**config.mk**
```make
export PLATFORM = sky130hd
export DESIGN_NAME = fpd_panel
export DESIGN_NICKNAME = d
export VERILOG_FILES = /design/src/include/fpd_pkg.sv /design/src/core/fpd_debounce.sv /design/src/core/fpd_panel.sv
export VERILOG_INCLUDE_DIRS = /design/src /design/src/include
export SDC_FILE = /design/constraint.sdc
export NUM_CORES = 1
export LEC_CHECK = 0
export BUFFER_PORTS_ARGS = -buffer_cell sky130_fd_sc_hd__buf_2
export CAP_MARGIN = 20
export CORE_UTILIZATION = 40
export CTS_CLUSTER_DIAMETER = 50
export CTS_CLUSTER_SIZE = 20
export DETAILED_ROUTE_END_ITERATION = 16
export PLACE_DENSITY_LB_ADDON = 0.15
export SLEW_MARGIN = 20
export SYNTH_ARGS = -nofsm -noshare
export SYNTH_HDL_FRONTEND = slang
export SYNTH_SLANG_ARGS = --single-unit
```
**constraint.sdc**
```tcl
create_clock -name clk_sys -period 3.9 [get_ports clk_sys]
set_input_delay 0.78 -clock clk_sys [delete_from_list [all_inputs] [get_ports clk_sys]]
set_output_delay 0.78 -clock clk_sys [all_outputs]
set_load 0.01 [all_outputs]
```
**src/include/fpd_map.svh**
```systemverilog
`ifndef FPD_MAP_SVH
`define FPD_MAP_SVH

// ****************************************************************
// timing
// ****************************************************************
`define FPD_CLK_NS         10
`define FPD_STARTUP_MS     2000
`define FPD_STARTUP_CYCLES (`FPD_STARTUP_MS * (1000000 / `FPD_CLK_NS))
`define FPD_DEBOUNCE_MS    10
`define FPD_DEBOUNCE_CYCLES (`FPD_DEBOUNCE_MS * (1000000 / `FPD_CLK_NS))
`define FPD_DIGIT_US       1000
`define FPD_DIGIT_CYCLES   (`FPD_DIGIT_US * (1000 / `FPD_CLK_NS))

// ****************************************************************
// display layout and item classes
// ****************************************************************
`define FPD_NUM_DIGITS     5
`define FPD_NUM_ITEMS      16
`define FPD_ITEM_SPEED     4'h1
`define FPD_WIDE_MASK      16'h000d
`define FPD_WP_GROUPS_ON   16'h000c
`define FPD_SEG_MINUS      7'h40
`define FPD_SEG_BLANK      7'h00

`endif

```
**src/include/fpd_pkg.sv**
```systemverilog
// ****************************************************************
// panel types
// ****************************************************************
package fpd_pkg;

  // display modes, one-hot
  typedef enum logic [6:0] {
    FPD_STATUS = 7'h01,
    FPD_DIAG   = 7'h02,
    FPD_ALARM  = 7'h04,
    FPD_BASIC  = 7'h08,
    FPD_GAIN   = 7'h10,
    FPD_EXT    = 7'h20,
    FPD_IO     = 7'h40
  } fpd_mode_e;

  typedef logic [3:0] fpd_item_t;

endpackage

```
**src/core/fpd_debounce.sv**
```systemverilog
`timescale 1ns/1ps
`include "fpd_map.svh"
// ****************************************************************
// one pushbutton: stability filter and press-edge pulse
// ****************************************************************
module fpd_debounce #(
  parameter int DB_CYCLES = `FPD_DEBOUNCE_CYCLES
) (
  input  wire logic clk_sys,
  input  wire logic srst,
  input  wire logic btn_raw,
  output logic      press
);
  logic [19:0] cnt_q;     // cycles the raw level differs from stable
  logic        stable_q;  // accepted level
  wire         differs = btn_raw != stable_q;
  wire         settled = cnt_q == 20'(DB_CYCLES - 1);

  // accept a new level only after it held for the whole window;
  // bounces restart the window, so chatter never reaches stable_q
  always_ff @(posedge clk_sys) begin
    if (srst) begin
      cnt_q    <= 20'h00000;
      stable_q <= 1'b0;
      press    <= 1'b0;
    end else begin
      cnt_q    <= (differs && !settled) ? cnt_q + 20'h00001 : 20'h00000;
      if (differs && settled) begin
        stable_q <= btn_raw;
      end
      press    <= differs && settled && btn_raw;
    end
  end
endmodule

```
**src/core/fpd_panel.sv**
```systemverilog
`timescale 1ns/1ps
`include "fpd_map.svh"
// ****************************************************************
// front panel: buttons, mode sequence, status item, led scan
// ****************************************************************
module fpd_panel
  import fpd_pkg::*;
#(
  parameter int STARTUP_CYCLES = `FPD_STARTUP_CYCLES,
  parameter int DB_CYCLES      = `FPD_DEBOUNCE_CYCLES,
  parameter int DIGIT_CYCLES   = `FPD_DIGIT_CYCLES
) (
  input  wire logic        clk_sys,
  input  wire logic        srst,
  input  wire logic        btn_mode,
  input  wire logic        btn_up,
  input  wire logic        btn_down,
  input  wire logic        btn_set,
  input  wire logic [15:0] parameter_write_protect_setting,
  input  wire logic [3:0]  startup_status_item_select,
  input  wire logic [31:0] item_bcd,
  input  wire logic        item_neg,
  output fpd_mode_e        disp_mode_q,
  output fpd_item_t        item_sel_q,
  output logic             show_value_q,
  output logic [6:0]       seg_q,
  output logic             dp_q,
  output logic [4:0]       digit_en_q
);

  // ****************************************************************
  // pushbuttons
  // ****************************************************************
  logic press_mode;   // one-cycle press pulses
  logic press_up;
  logic press_down;
  logic press_set;

  fpd_debounce #(.DB_CYCLES(DB_CYCLES)) u_db_mode (
    .clk_sys (clk_sys),
    .srst    (srst),
    .btn_raw (btn_mode),
    .press   (press_mode)
  );
  fpd_debounce #(.DB_CYCLES(DB_CYCLES)) u_db_up (
    .clk_sys (clk_sys),
    .srst    (srst),
    .btn_raw (btn_up),
    .press   (press_up)
  );
  fpd_debounce #(.DB_CYCLES(DB_CYCLES)) u_db_down (
    .clk_sys (clk_sys),
    .srst    (srst),
    .btn_raw (btn_down),
    .press   (press_down)
  );
  fpd_debounce #(.DB_CYCLES(DB_CYCLES)) u_db_set (
    .clk_sys (clk_sys),
    .srst    (srst),
    .btn_raw (btn_set),
    .press   (press_set)
  );

  // ****************************************************************
  // helpers
  // ****************************************************************
  // next display mode; the three protected groups are skipped unless grp_en is set
  function automatic fpd_mode_e next_mode(input fpd_mode_e m, input logic grp_en);
    case (m)
      FPD_STATUS: next_mode = FPD_DIAG;
      FPD_DIAG:   next_mode = FPD_ALARM;
      FPD_ALARM:  next_mode = FPD_BASIC;
      FPD_BASIC:  next_mode = grp_en ? FPD_GAIN : FPD_STATUS;
      FPD_GAIN:   next_mode = grp_en ? FPD_EXT : FPD_STATUS;
      FPD_EXT:    next_mode = grp_en ? FPD_IO : FPD_STATUS;
      default:    next_mode = FPD_STATUS;
    endcase
  endfunction

  // seven-segment pattern (gfedcba) of one hex nibble
  function automatic logic [6:0] seg_hex(input logic [3:0] n);
    case (n)
      4'h0: seg_hex = 7'h3f;
      4'h1: seg_hex = 7'h06;
      4'h2: seg_hex = 7'h5b;
      4'h3: seg_hex = 7'h4f;
      4'h4: seg_hex = 7'h66;
      4'h5: seg_hex = 7'h6d;
      4'h6: seg_hex = 7'h7d;
      4'h7: seg_hex = 7'h07;
      4'h8: seg_hex = 7'h7f;
      4'h9: seg_hex = 7'h6f;
      4'ha: seg_hex = 7'h77;
      4'hb: seg_hex = 7'h7c;
      4'hc: seg_hex = 7'h39;
      4'hd: seg_hex = 7'h5e;
      4'he: seg_hex = 7'h79;
      default: seg_hex = 7'h71;
    endcase
  endfunction

  // number of a one-hot mode, shown as a glyph on the left digit;
  // an explicit table keeps the decode free of log arithmetic
  function automatic logic [3:0] mode_num(input fpd_mode_e m);
    case (m)
      FPD_STATUS: mode_num = 4'h0;
      FPD_DIAG:   mode_num = 4'h1;
      FPD_ALARM:  mode_num = 4'h2;
      FPD_BASIC:  mode_num = 4'h3;
      FPD_GAIN:   mode_num = 4'h4;
      FPD_EXT:    mode_num = 4'h5;
      FPD_IO:     mode_num = 4'h6;
      default:    mode_num = 4'h0;
    endcase
  endfunction

  // ****************************************************************
  // mode and status item state
  // ****************************************************************
  logic        init_q;      // startup item not yet captured
  logic        boot_q;      // power-on symbol phase running
  logic [27:0] boot_cnt_q;  // power-on symbol timer

  wire grp_en    = parameter_write_protect_setting == `FPD_WP_GROUPS_ON;
  wire in_status = disp_mode_q == FPD_STATUS;
  // mode press wins over the others in the same cycle
  wire do_step   = in_status && !press_mode && !boot_q && (press_up || press_down);
  wire do_set    = in_status && !press_mode && !boot_q && !do_step && press_set && !show_value_q;
  wire boot_done = boot_q && boot_cnt_q == 28'(STARTUP_CYCLES - 1);

  // strap-like capture of the startup item one cycle after release,
  // since a synchronous reset may only load constants
  always_ff @(posedge clk_sys) begin
    if (srst) begin
      init_q     <= 1'b1;
      boot_q     <= 1'b0;
      boot_cnt_q <= 28'h0000000;
    end else begin
      init_q     <= 1'b0;
      if (init_q) begin
        boot_q <= 1'b1;
      end else if (boot_done) begin
        boot_q <= 1'b0;
      end
      boot_cnt_q <= boot_q ? boot_cnt_q + 28'h0000001 : 28'h0000000;
    end
  end

  // mode sequence, item selection and symbol/value choice
  always_ff @(posedge clk_sys) begin
    if (srst) begin
      disp_mode_q  <= FPD_STATUS;
      item_sel_q   <= 4'h0;
      show_value_q <= 1'b0;
    end else if (init_q) begin
      item_sel_q   <= startup_status_item_select;
      show_value_q <= 1'b0;
    end else if (boot_done) begin
      show_value_q <= 1'b1;
    end else if (press_mode && !boot_q) begin
      disp_mode_q  <= next_mode(disp_mode_q, grp_en);
      show_value_q <= 1'b0;
    end else if (do_step) begin
      // 4-bit index wraps through all sixteen items
      item_sel_q   <= press_up ? item_sel_q + 4'h1 : item_sel_q - 4'h1;
      show_value_q <= 1'b0;
    end else if (do_set) begin
      show_value_q <= 1'b1;
    end
  end

  // ****************************************************************
  // led scan
  // ****************************************************************
  logic [16:0] scan_cnt_q;  // digit dwell divider
  logic [2:0]  cur_dig_q;   // digit being loaded, 0 is rightmost

  wire scan_en = scan_cnt_q == 17'(DIGIT_CYCLES - 1);

  // a digit advances once per dwell period
  always_ff @(posedge clk_sys) begin
    if (srst) begin
      scan_cnt_q <= 17'h00000;
      cur_dig_q  <= 3'h0;
    end else begin
      scan_cnt_q <= scan_en ? 17'h00000 : scan_cnt_q + 17'h00001;
      if (scan_en) begin
        cur_dig_q <= (cur_dig_q == 3'(`FPD_NUM_DIGITS - 1)) ? 3'h0 : cur_dig_q + 3'h1;
      end
    end
  end

  // digit content; only the five low bcd digits are ever selected
  wire [3:0] nib       = item_bcd[{cur_dig_q[1:0], 2'b00} +: 4] ;
  wire [3:0] nib_top   = item_bcd[19:16];
  wire [3:0] cur_nib   = cur_dig_q[2] ? nib_top : nib;
  wire       is_speed  = item_sel_q == `FPD_ITEM_SPEED;
  wire [15:0] wide_mask = `FPD_WIDE_MASK;  // one bit per item, set for wide counters
  wire       is_wide   = wide_mask[item_sel_q];
  wire       val_on    = in_status && show_value_q;
  wire       sym_on    = in_status && !show_value_q;
  wire       minus_on  = val_on && is_speed && item_neg && cur_dig_q == 3'h4;
  wire       point_on  = val_on && is_wide && item_neg && cur_dig_q != 3'h0;
  wire [6:0] mode_sym  = seg_hex(mode_num(disp_mode_q));
  wire [6:0] seg_d     = minus_on ? `FPD_SEG_MINUS :
                         val_on ? seg_hex(cur_nib) :
                         sym_on ? (cur_dig_q == 3'h4 ? seg_hex(item_sel_q) : `FPD_SEG_BLANK) :
                         (cur_dig_q == 3'h4 ? mode_sym : `FPD_SEG_BLANK);

  // outputs change only on a digit boundary, avoiding ghosting
  always_ff @(posedge clk_sys) begin
    if (srst) begin
      seg_q      <= `FPD_SEG_BLANK;
      dp_q       <= 1'b0;
      digit_en_q <= 5'h00;
    end else if (scan_en) begin
      seg_q      <= seg_d;
      dp_q       <= point_on;
      digit_en_q <= 5'h01 << cur_dig_q;
    end
  end
endmodule

```
After elaboration in Yosys (flattened, before gate mapping)
Memories as Yosys holds them, arrays and structs flattened. A register that Yosys moved wholly into a read port is not among the register bits.
Cells that the tools add are included.
{"block": "word_totals", "regBits": 163, "memories": 4, "out_inout_bits": 25, "mem_bits_ro": 352}
{"name": "(no name shown)", "depth": 16, "word_bits": 7, "read_ports": 1, "rd_ports_with_merged_regs": 1, "wr": 0, "line": "fpd_panel.sv:82", "text": "case (n)"}
{"name": "(no name shown)", "depth": 16, "word_bits": 7, "read_ports": 1, "rd_ports_with_merged_regs": 0, "wr": 0, "line": "fpd_panel.sv:82"}
{"name": "(no name shown)", "depth": 16, "word_bits": 7, "read_ports": 1, "rd_ports_with_merged_regs": 0, "wr": 0, "line": "fpd_panel.sv:82"}
{"name": "(no name shown)", "depth": 16, "word_bits": 1, "read_ports": 1, "rd_ports_with_merged_regs": 1, "wr": 0, "line": "fpd_panel.sv:199", "text": "wire is_wide = wide_mask[item_sel_q];"}
{"block": "op_classes", "addsub": 9, "shift": 2, "n_mux": 29, "magnitude_cmp": 1, "n_bitwise": 7, "n_reduce_logical": 50, "n_eq_ne": 22}
{"cell": "20-bit by 1-bit adder with 20-bit output, second input constant", "n": 4}
{"cell": "20-bit equality test, second input constant", "n": 4}
{"cell": "7-bit 2-to-1 mux", "n": 6}
{"cell": "7-bit one-hot mux with 6 select lines", "n": 1}
{"cell": "4-bit 2-to-1 mux", "n": 10}
{"cell": "32-bit by 5-bit indexed part select with 4-bit output", "n": 1}
{"cell": "28-bit by 1-bit adder with 28-bit output, second input constant", "n": 1}
{"cell": "28-bit equality test, second input constant", "n": 1}
{"cell": "1-bit logical AND", "n": 28}
{"cell": "3-bit one-hot mux with 6 select lines", "n": 1}
{"cell": "17-bit by 1-bit adder with 17-bit output, second input constant", "n": 1}
{"cell": "17-bit equality test, second input constant", "n": 1}
{"cell": "16-bit by 4-bit equality test with 1-bit output, second input constant", "n": 1}
{"cell": "2-bit OR reduction", "n": 7}
{"cell": "1-bit logical NOT", "n": 8}
{"cell": "1-bit 2-to-1 mux", "n": 8}
{"cell": "7-bit by 1-bit equality test with 1-bit output, second input constant", "n": 1}
{"cell": "7-bit by 2-bit equality test with 1-bit output, second input constant", "n": 1}
{"cell": "7-bit by 3-bit equality test with 1-bit output, second input constant", "n": 1}
{"cell": "7-bit by 4-bit equality test with 1-bit output, second input constant", "n": 1}
{"cell": "7-bit by 5-bit equality test with 1-bit output, second input constant", "n": 1}
{"cell": "7-bit by 6-bit equality test with 1-bit output, second input constant", "n": 1}
{"cell": "7-bit equality test, second input constant", "n": 1}
{"cell": "1-bit NOT", "n": 7}
{"cell": "other kinds (17)", "n": 23}

Logic depth before layout (Yosys ltp)
Gate-level depths: netlist of the first run.
{"block": "depth", "ltp_word": 12, "ltp_mapped": 11, "ltp_nobuf": 11}

Hierarchy
A second synthesis of the first run with hierarchy kept.
{"block": "hier_totals", "cells_unflattened": 1000, "area_unflattened_um2": 8764.7}
{"mod": "fpd_panel", "n_inst": 1, "cells_per_inst": 548, "area_per_inst_um2": 4615.7, "seq_area_each_um2": 1661.6}
{"mod": "fpd_debounce", "n_inst": 4, "cells_per_inst": 113, "area_per_inst_um2": 1037.2, "seq_area_each_um2": 440.4}

Worst setup path before layout of the first run
No wires, ideal clock.
{"block": "synth_timing", "kind": "register -> register", "startpoint": "register disp_mode_q[1]", "endpoint": "register with a tool-made name", "setup_time_ns": 0.127, "slack_ns": 1.084, "required_ns": 3.773, "n_path_buf": 3, "arrival_time_ns": 2.689, "stages_incl_launch_ff": 10, "cell_sequence": "dfxtp_1 buf_6 or4b_4 or4_4 or3_1 a311o_1 buf_6 buf_8 nor3b_1 a211oi_1"}
{"element": "from (decl)", "line": "fpd_panel.sv:23", "text": "output fpd_mode_e disp_mode_q,"}
{"element": "from (signal assigned)", "line": "fpd_panel.sv:161", "text": "disp_mode_q <= next_mode(disp_mode_q, grp_en);"}

==> impl_metrics.json, run 1 <==
{
  "synthSimpleGateAreaFrac": 0.282,
  "relSlewSlack": 0.497,
  "ctsHoldBuffers": 0,
  "cts_setup_buffers": 0,
  "drtAntennaViolNets": 0,
  "period_minus_slack_ns": 3.15,
  "synth_xor_area_frac": 0.126,
  "min_from": "boot_cnt_q[0]",
  "cts_made_buffers": 17,
  "worst_pin_slew_ns": 0.748,
  "io_pins": 84,
  "synth_top_area_share": 0.406,
  "arrival_ns": 3.46,
  "yosysSeqAreaShare": 0.406,
  "layout-drive-gt1-share": 0.111,
  "vias_per_cell": 5.07,
  "ys.flop_type": "dfxtp_1",
  "synth_top_family_by_area": "simple AND/OR/NAND/NOR gates",
  "crit_fanout": 15,
  "rr_startpoint": "disp_mode_q[0]",
  "synthAdderAreaFrac": 0.0431,
  "endpoint_kind": "register",
  "p_leak_nw": 3.60,
  "die_x_um": 147,
  "drtPass1Iterations": 4,
  "clk_pin_slew_ns": 0.06,
  "power_density_nw_per_um2": 371,
  "final_max_slew_viol_count": 0,
  "antenna_found_initial": 1,
  "tns_ns": 0,
  "antenna_cells": 0,
  "grt_pass1_wl_mm": 29.8,
  "hp-class": "register to register",
  "crit_required_ns": 4.20,
  "fin_util": 0.467,
  "outcome": "completed",
  "rsz0062_at_grt": "no",
  "synthCells": 993,
  "grtUsageTotal": 0.168,
  "fmax_mhz": 317,
  "layout_common_cells": "175 x nor2_1, 171 x dfxtp_1, 77 x xor2_1",
  "async_flop_share": 0,
  "cts-root-buf": "clkbuf_16",
  "die_area_um2": 21600,
  "clk_latency_ns": 0.43,
  "r2r_setup_slack_ns": 0.75,
  "initial_core_util": 0.412,
  "post-route-drc-count": 0,
  "fillerInstances": 2085,
  "synthTopCellsByArea": "dfxtp_1 41%, xor2_1 8.0%, nor2_1 7.8%",
  "cp-start-kind": "register",
  "die_h_um": 147,
  "ctsResizeCount": 0,
  "hold_path_end": "boot_cnt_q[0]",
  "nNetsFinal": 1141,
  "drv_cap": 0,
  "vias": 6760,
  "grt_max_degree": 36,
  "ys_types": 62,
  "grt_pass1_vias": 6274,
  "min_period_over_period": 0.809,
  "area_growth_pct": 13.3,
  "yosysTopAreaCell": "dfxtp_1",
  "peakVddDrop_mv": 0.250,
  "grt.overflow.total": 0,
  "finalSetupViolCount": 0,
  "synth.area.mux_share": 0.0293,
  "coreArea_um2": 20400,
  "synth_area_um2": 8420,
  "synth-edff-count": 0,
  "r2r_cells": 6,
  "numPortBuffers": 71,
  "avgRoutedWirePerCell_um": 13.1,
  "min_delay_path_depth": 1,
  "htreeDepth": 4,
  "hold_viol": 0,
  "fp-row-count": 52,
  "crit_start": "disp_mode_q[0]",
  "synth.avg_cell_area_um2": 8.48,
  "ys_seq_elements": 171,
  "dr.first_iter.drc_count": 355,
  "synth_warnings": 0,
  "cts_tree": "yes",
  "routed_wl_mm": 17.5,
  "clkSinkCount": 171,
  "clock_skew_ns": 0.0101,
  "gp_congestion": 0.804,
  "cts_buffer_depth": 2,
  "critical_path_class": "register to register",
  "hpwl_mm": 12.3,
  "whs_ns": 0.450,
  "syn_nets": 1081,
  "synth_compound_area_frac": 0.0767,
  "final_common_cell": "nor2_1"
}
cell type report:
class / instances / area [um^2] / area share
clock buffers: 18 / 429 / 0.0450
repair buffers: 79 / 415 / 0.0435
multi-input cells: 750 / 4690 / 0.492
flip-flops and latches: 171 / 3420 / 0.359
well taps: 270 / 338 / 0.0354
clock inverters: 12 / 115 / 0.0121
inverters: 34 / 128 / 0.0134
registers in the layout, indices dropped and copies added (netlist names), 3 cells and up, named ones only:
register,flops
disp_mode_q,7
cur_dig_q,3
item_sel_q,4
u_db_set.cnt_q,20
seg_q,7
u_db_up.cnt_q,20
digit_en_q,5
scan_cnt_q,17
u_db_down.cnt_q,20
u_db_mode.cnt_q,20
boot_cnt_q,28
synth_stat cells, types with 17 or more instances:
| master | instances |
|---|---|
| nor2_1 | 175 |
| dfxtp_1 | 171 |
| xor2_1 | 77 |
| nand2_1 | 73 |
| nand3_1 | 66 |
| xnor2_1 | 44 |
| a21oi_1 | 35 |
| inv_1 | 34 |
| ha_1 | 29 |
| clkbuf_1 | 28 |
| and3_1 | 25 |
| nor3_1 | 23 |
| nand4_1 | 22 |
| mux2i_1 | 19 |
| o21ai_0 | 17 |
worst max-delay path by stage:
stage,to,slack (ns),cells past startpoint
floorplan,register,1.08,9
CTS,register,0.76,6
global route,register,0.62,6
detailed placement,register,0.80,6
global placement,register,0.84,6
finish,register,0.75,6
through the flow:
step | std cells | area [um^2] | worst slack (ns) | power [mW]
floorplan | 993 | 8420 | 1.08 | 1.93
global placement | 1304 | 8990 | 0.841 | 1.98
finish | 1334 | 9540 | 0.746 | 3.54
global route | 1334 | 9540 | 0.624 | 3.69
CTS | 1334 | 9540 | 0.759 | 3.59
detailed placement | 1304 | 8990 | 0.800 | 1.99
routing by layer:
| layer | vias to the layer above | GRT usage | part of all wire | wire (um) |
|---|---|---|---|---|
| met5 | - | 0 | 0.00057 | 10 |
| met2 | 82 | 0.267 | 0.45 | 7850 |
| li1 | 3548 | - | - | - |
| met3 | 12 | 0.0419 | 0.034 | 595 |
| met1 | 3116 | 0.224 | 0.51 | 8830 |
| met4 | 2 | 0.0485 | 0.0097 | 170 |
report_power, final:
group / switching [mW] / total [mW] / internal (mW)
clock network: 0.719 / 1.60 / 0.879
registers: 0.0171 / 1.78 / 1.77
logic: 0.0939 / 0.161 / 0.0670
worst max-delay path, stage by stage (launching register included):
cell,delay (ns)
dfxtp_1,0.54
or4b_4,0.53
or4_4,0.52
or3_1,0.36
a311o_1,0.59
mux2i_1,0.20
mux2_2,0.30
cell families after synthesis:
family / Yosys count
muxes: 22
AOI/OAI and AO/OA: 99
xor gates and xnor gates: 121
buffers and inverters: 72
DFF: 171
and+or+nand+nor: 479
adders and majority gates: 29
Note: power is estimated with default switching activity, not from simulation.
==> inputs of run 2 (changes only) <==
==> constraint.sdc (replaced) <==
create_clock -name clk_sys -period 2.8 [get_ports clk_sys]
set_input_delay 0.56 -clock clk_sys [delete_from_list [all_inputs] [get_ports clk_sys]]
set_output_delay 0.56 -clock clk_sys [all_outputs]
set_load 0.01 [all_outputs]
==> impl_metrics.json, run 2 (same netlist as run 1, synthesis figures left out) <==
{
  "routed_wl_mm": 17.6,
  "gp_congestion": 0.785,
  "peakVddDrop_mv": 0.443,
  "nNetsFinal": 1168,
  "fp-row-count": 52,
  "power_density_nw_per_um2": 530,
  "drtAntennaViolNets": 0,
  "r2r_cells": 7,
  "fillerInstances": 2000,
  "avgRoutedWirePerCell_um": 12.9,
  "layout_common_cells": "175 x nor2_1, 171 x dfxtp_1, 77 x xor2_1",
  "clkSinkCount": 171,
  "largest_reg_flops": 28,
  "grt_pass1_wl_mm": 30.5,
  "arrival_ns": 2.97,
  "dr.first_iter.drc_count": 279,
  "layout-drive-gt1-share": 0.136,
  "cts-root-buf": "clkbuf_16",
  "crit_fanout": 8,
  "critPathBufInv": 1,
  "grtUsageTotal": 0.170,
  "worst_pin_slew_ns": 0.653,
  "cp_slowest_cell": "or4b_4",
  "grt.overflow.total": 0,
  "period_minus_slack_ns": 2.68,
  "vias": 6806,
  "crit_chain": "or4b_4 > or4_4 > or3_1 > a311o_2 > buf_6 > mux2i_1 > a22oi_1",
  "die_x_um": 147,
  "place_ws_ns": 0.105,
  "drtPass1Iterations": 4,
  "min_period_over_period": 0.956,
  "power_mw": 5.21,
  "area_growth_pct": 16.8,
  "initial_core_util": 0.412,
  "cts_setup_buffers": 0,
  "cts_tree": "yes",
  "min_delay_path_depth": 2,
  "hp-class": "input pin to register",
  "cp_slowest_stage_delay_ns": 0.54,
  "placed_area_um2": 9200,
  "crit_family": "simple AND/OR/NAND/NOR gates",
  "clock_skew_ns": 0.0111,
  "htreeDepth": 4,
  "largest-register": "boot_cnt_q",
  "hold_viol": 0,
  "fmax_mhz": 374,
  "cts_made_buffers": 17,
  "cp-start-kind": "register",
  "finalSetupViolCount": 0,
  "coreArea_um2": 20400,
  "final_common_cell": "nor2_1",
  "grt_max_degree": 29,
  "die_h_um": 147,
  "whs_ns": 0.410,
  "post-route-drc-count": 0,
  "grt_pass1_vias": 6415,
  "antenna_cells": 0,
  "hpwl_mm": 12.7,
  "layout_setup_ws_ns": 0.123,
  "p_leak_nw": 3.79,
  "numPortBuffers": 71,
  "drv_cap": 0,
  "fin_area_um2": 9830,
  "io_pins": 84,
  "clk_latency_ns": 0.43,
  "ctsHoldBuffers": 0,
  "final_max_slew_viol_count": 0,
  "cts_buffer_depth": 2,
  "crit_cells": 7,
  "antenna_found_initial": 1,
  "tns_ns": 0,
  "outcome": "completed",
  "relSlewSlack": 0.563,
  "ctsResizeCount": 0,
  "vias_per_cell": 5.00,
  "die_area_um2": 21600,
  "critical_path_class": "register to register",
  "clk_pin_slew_ns": 0.06,
  "endpoint_kind": "register",
  "crit_required_ns": 3.09,
  "rsz0062_at_grt": "no"
}
-- run 2: cell count changes in the layout (fill, tap and decap cells not counted), moves of 2 or more --
cell / change
bufinv_16: +2
buf_4: +26
clkbuf_8: +3
clkinvlp_4: -3
-- run 2: per-stage QoR --
stage / cells / util
2_1_floorplan: 993 / -
3_3_place_gp: 1331 / 0.450
3_5_place_dp: 1331 / 0.450
4_1_cts: 1362 / 0.481
5_1_grt: 1362 / 0.481
6_report: 1362 / 0.481
-- run 2: final timing paths --
kind | from | endpoint | slack [ns]
setup / recovery | disp_mode_q[1] | register | 0.12
hold / removal | btn_up | u_db_up.press | 0.41
hold reg to reg | boot_cnt_q[0] | boot_cnt_q[0] | 0.45
setup reg to reg | disp_mode_q[1] | register | 0.12
-- run 2: cell type report --
cell class                      count  area, um^2  share of cell area
Timing Repair Buffer              106         622              0.0632
Multi-Input combinational cell    750        4700               0.478
Clock inverter                     11         159              0.0162
Tap cell                          270         338              0.0344
Clock buffer                       20         467              0.0475
Inverter                           34         128              0.0130
Sequential cell                   171        3420               0.348
-- run 2: metal layers --
layer  GRT usage  part of all wire
met1       0.223              0.48
met2       0.277              0.47
met3      0.0460             0.041
met4      0.0412            0.0096
met5           0           0.00045
-- run 2: report_power, final --
group | switching, mW | internal, mW | total [mW] | leakage [nW]
combinational | 0.135 | 0.106 | 0.241 | 2.11
sequential | 0.0219 | 2.46 | 2.48 | 1.38
clock | 0.999 | 1.49 | 2.49 | 0.303
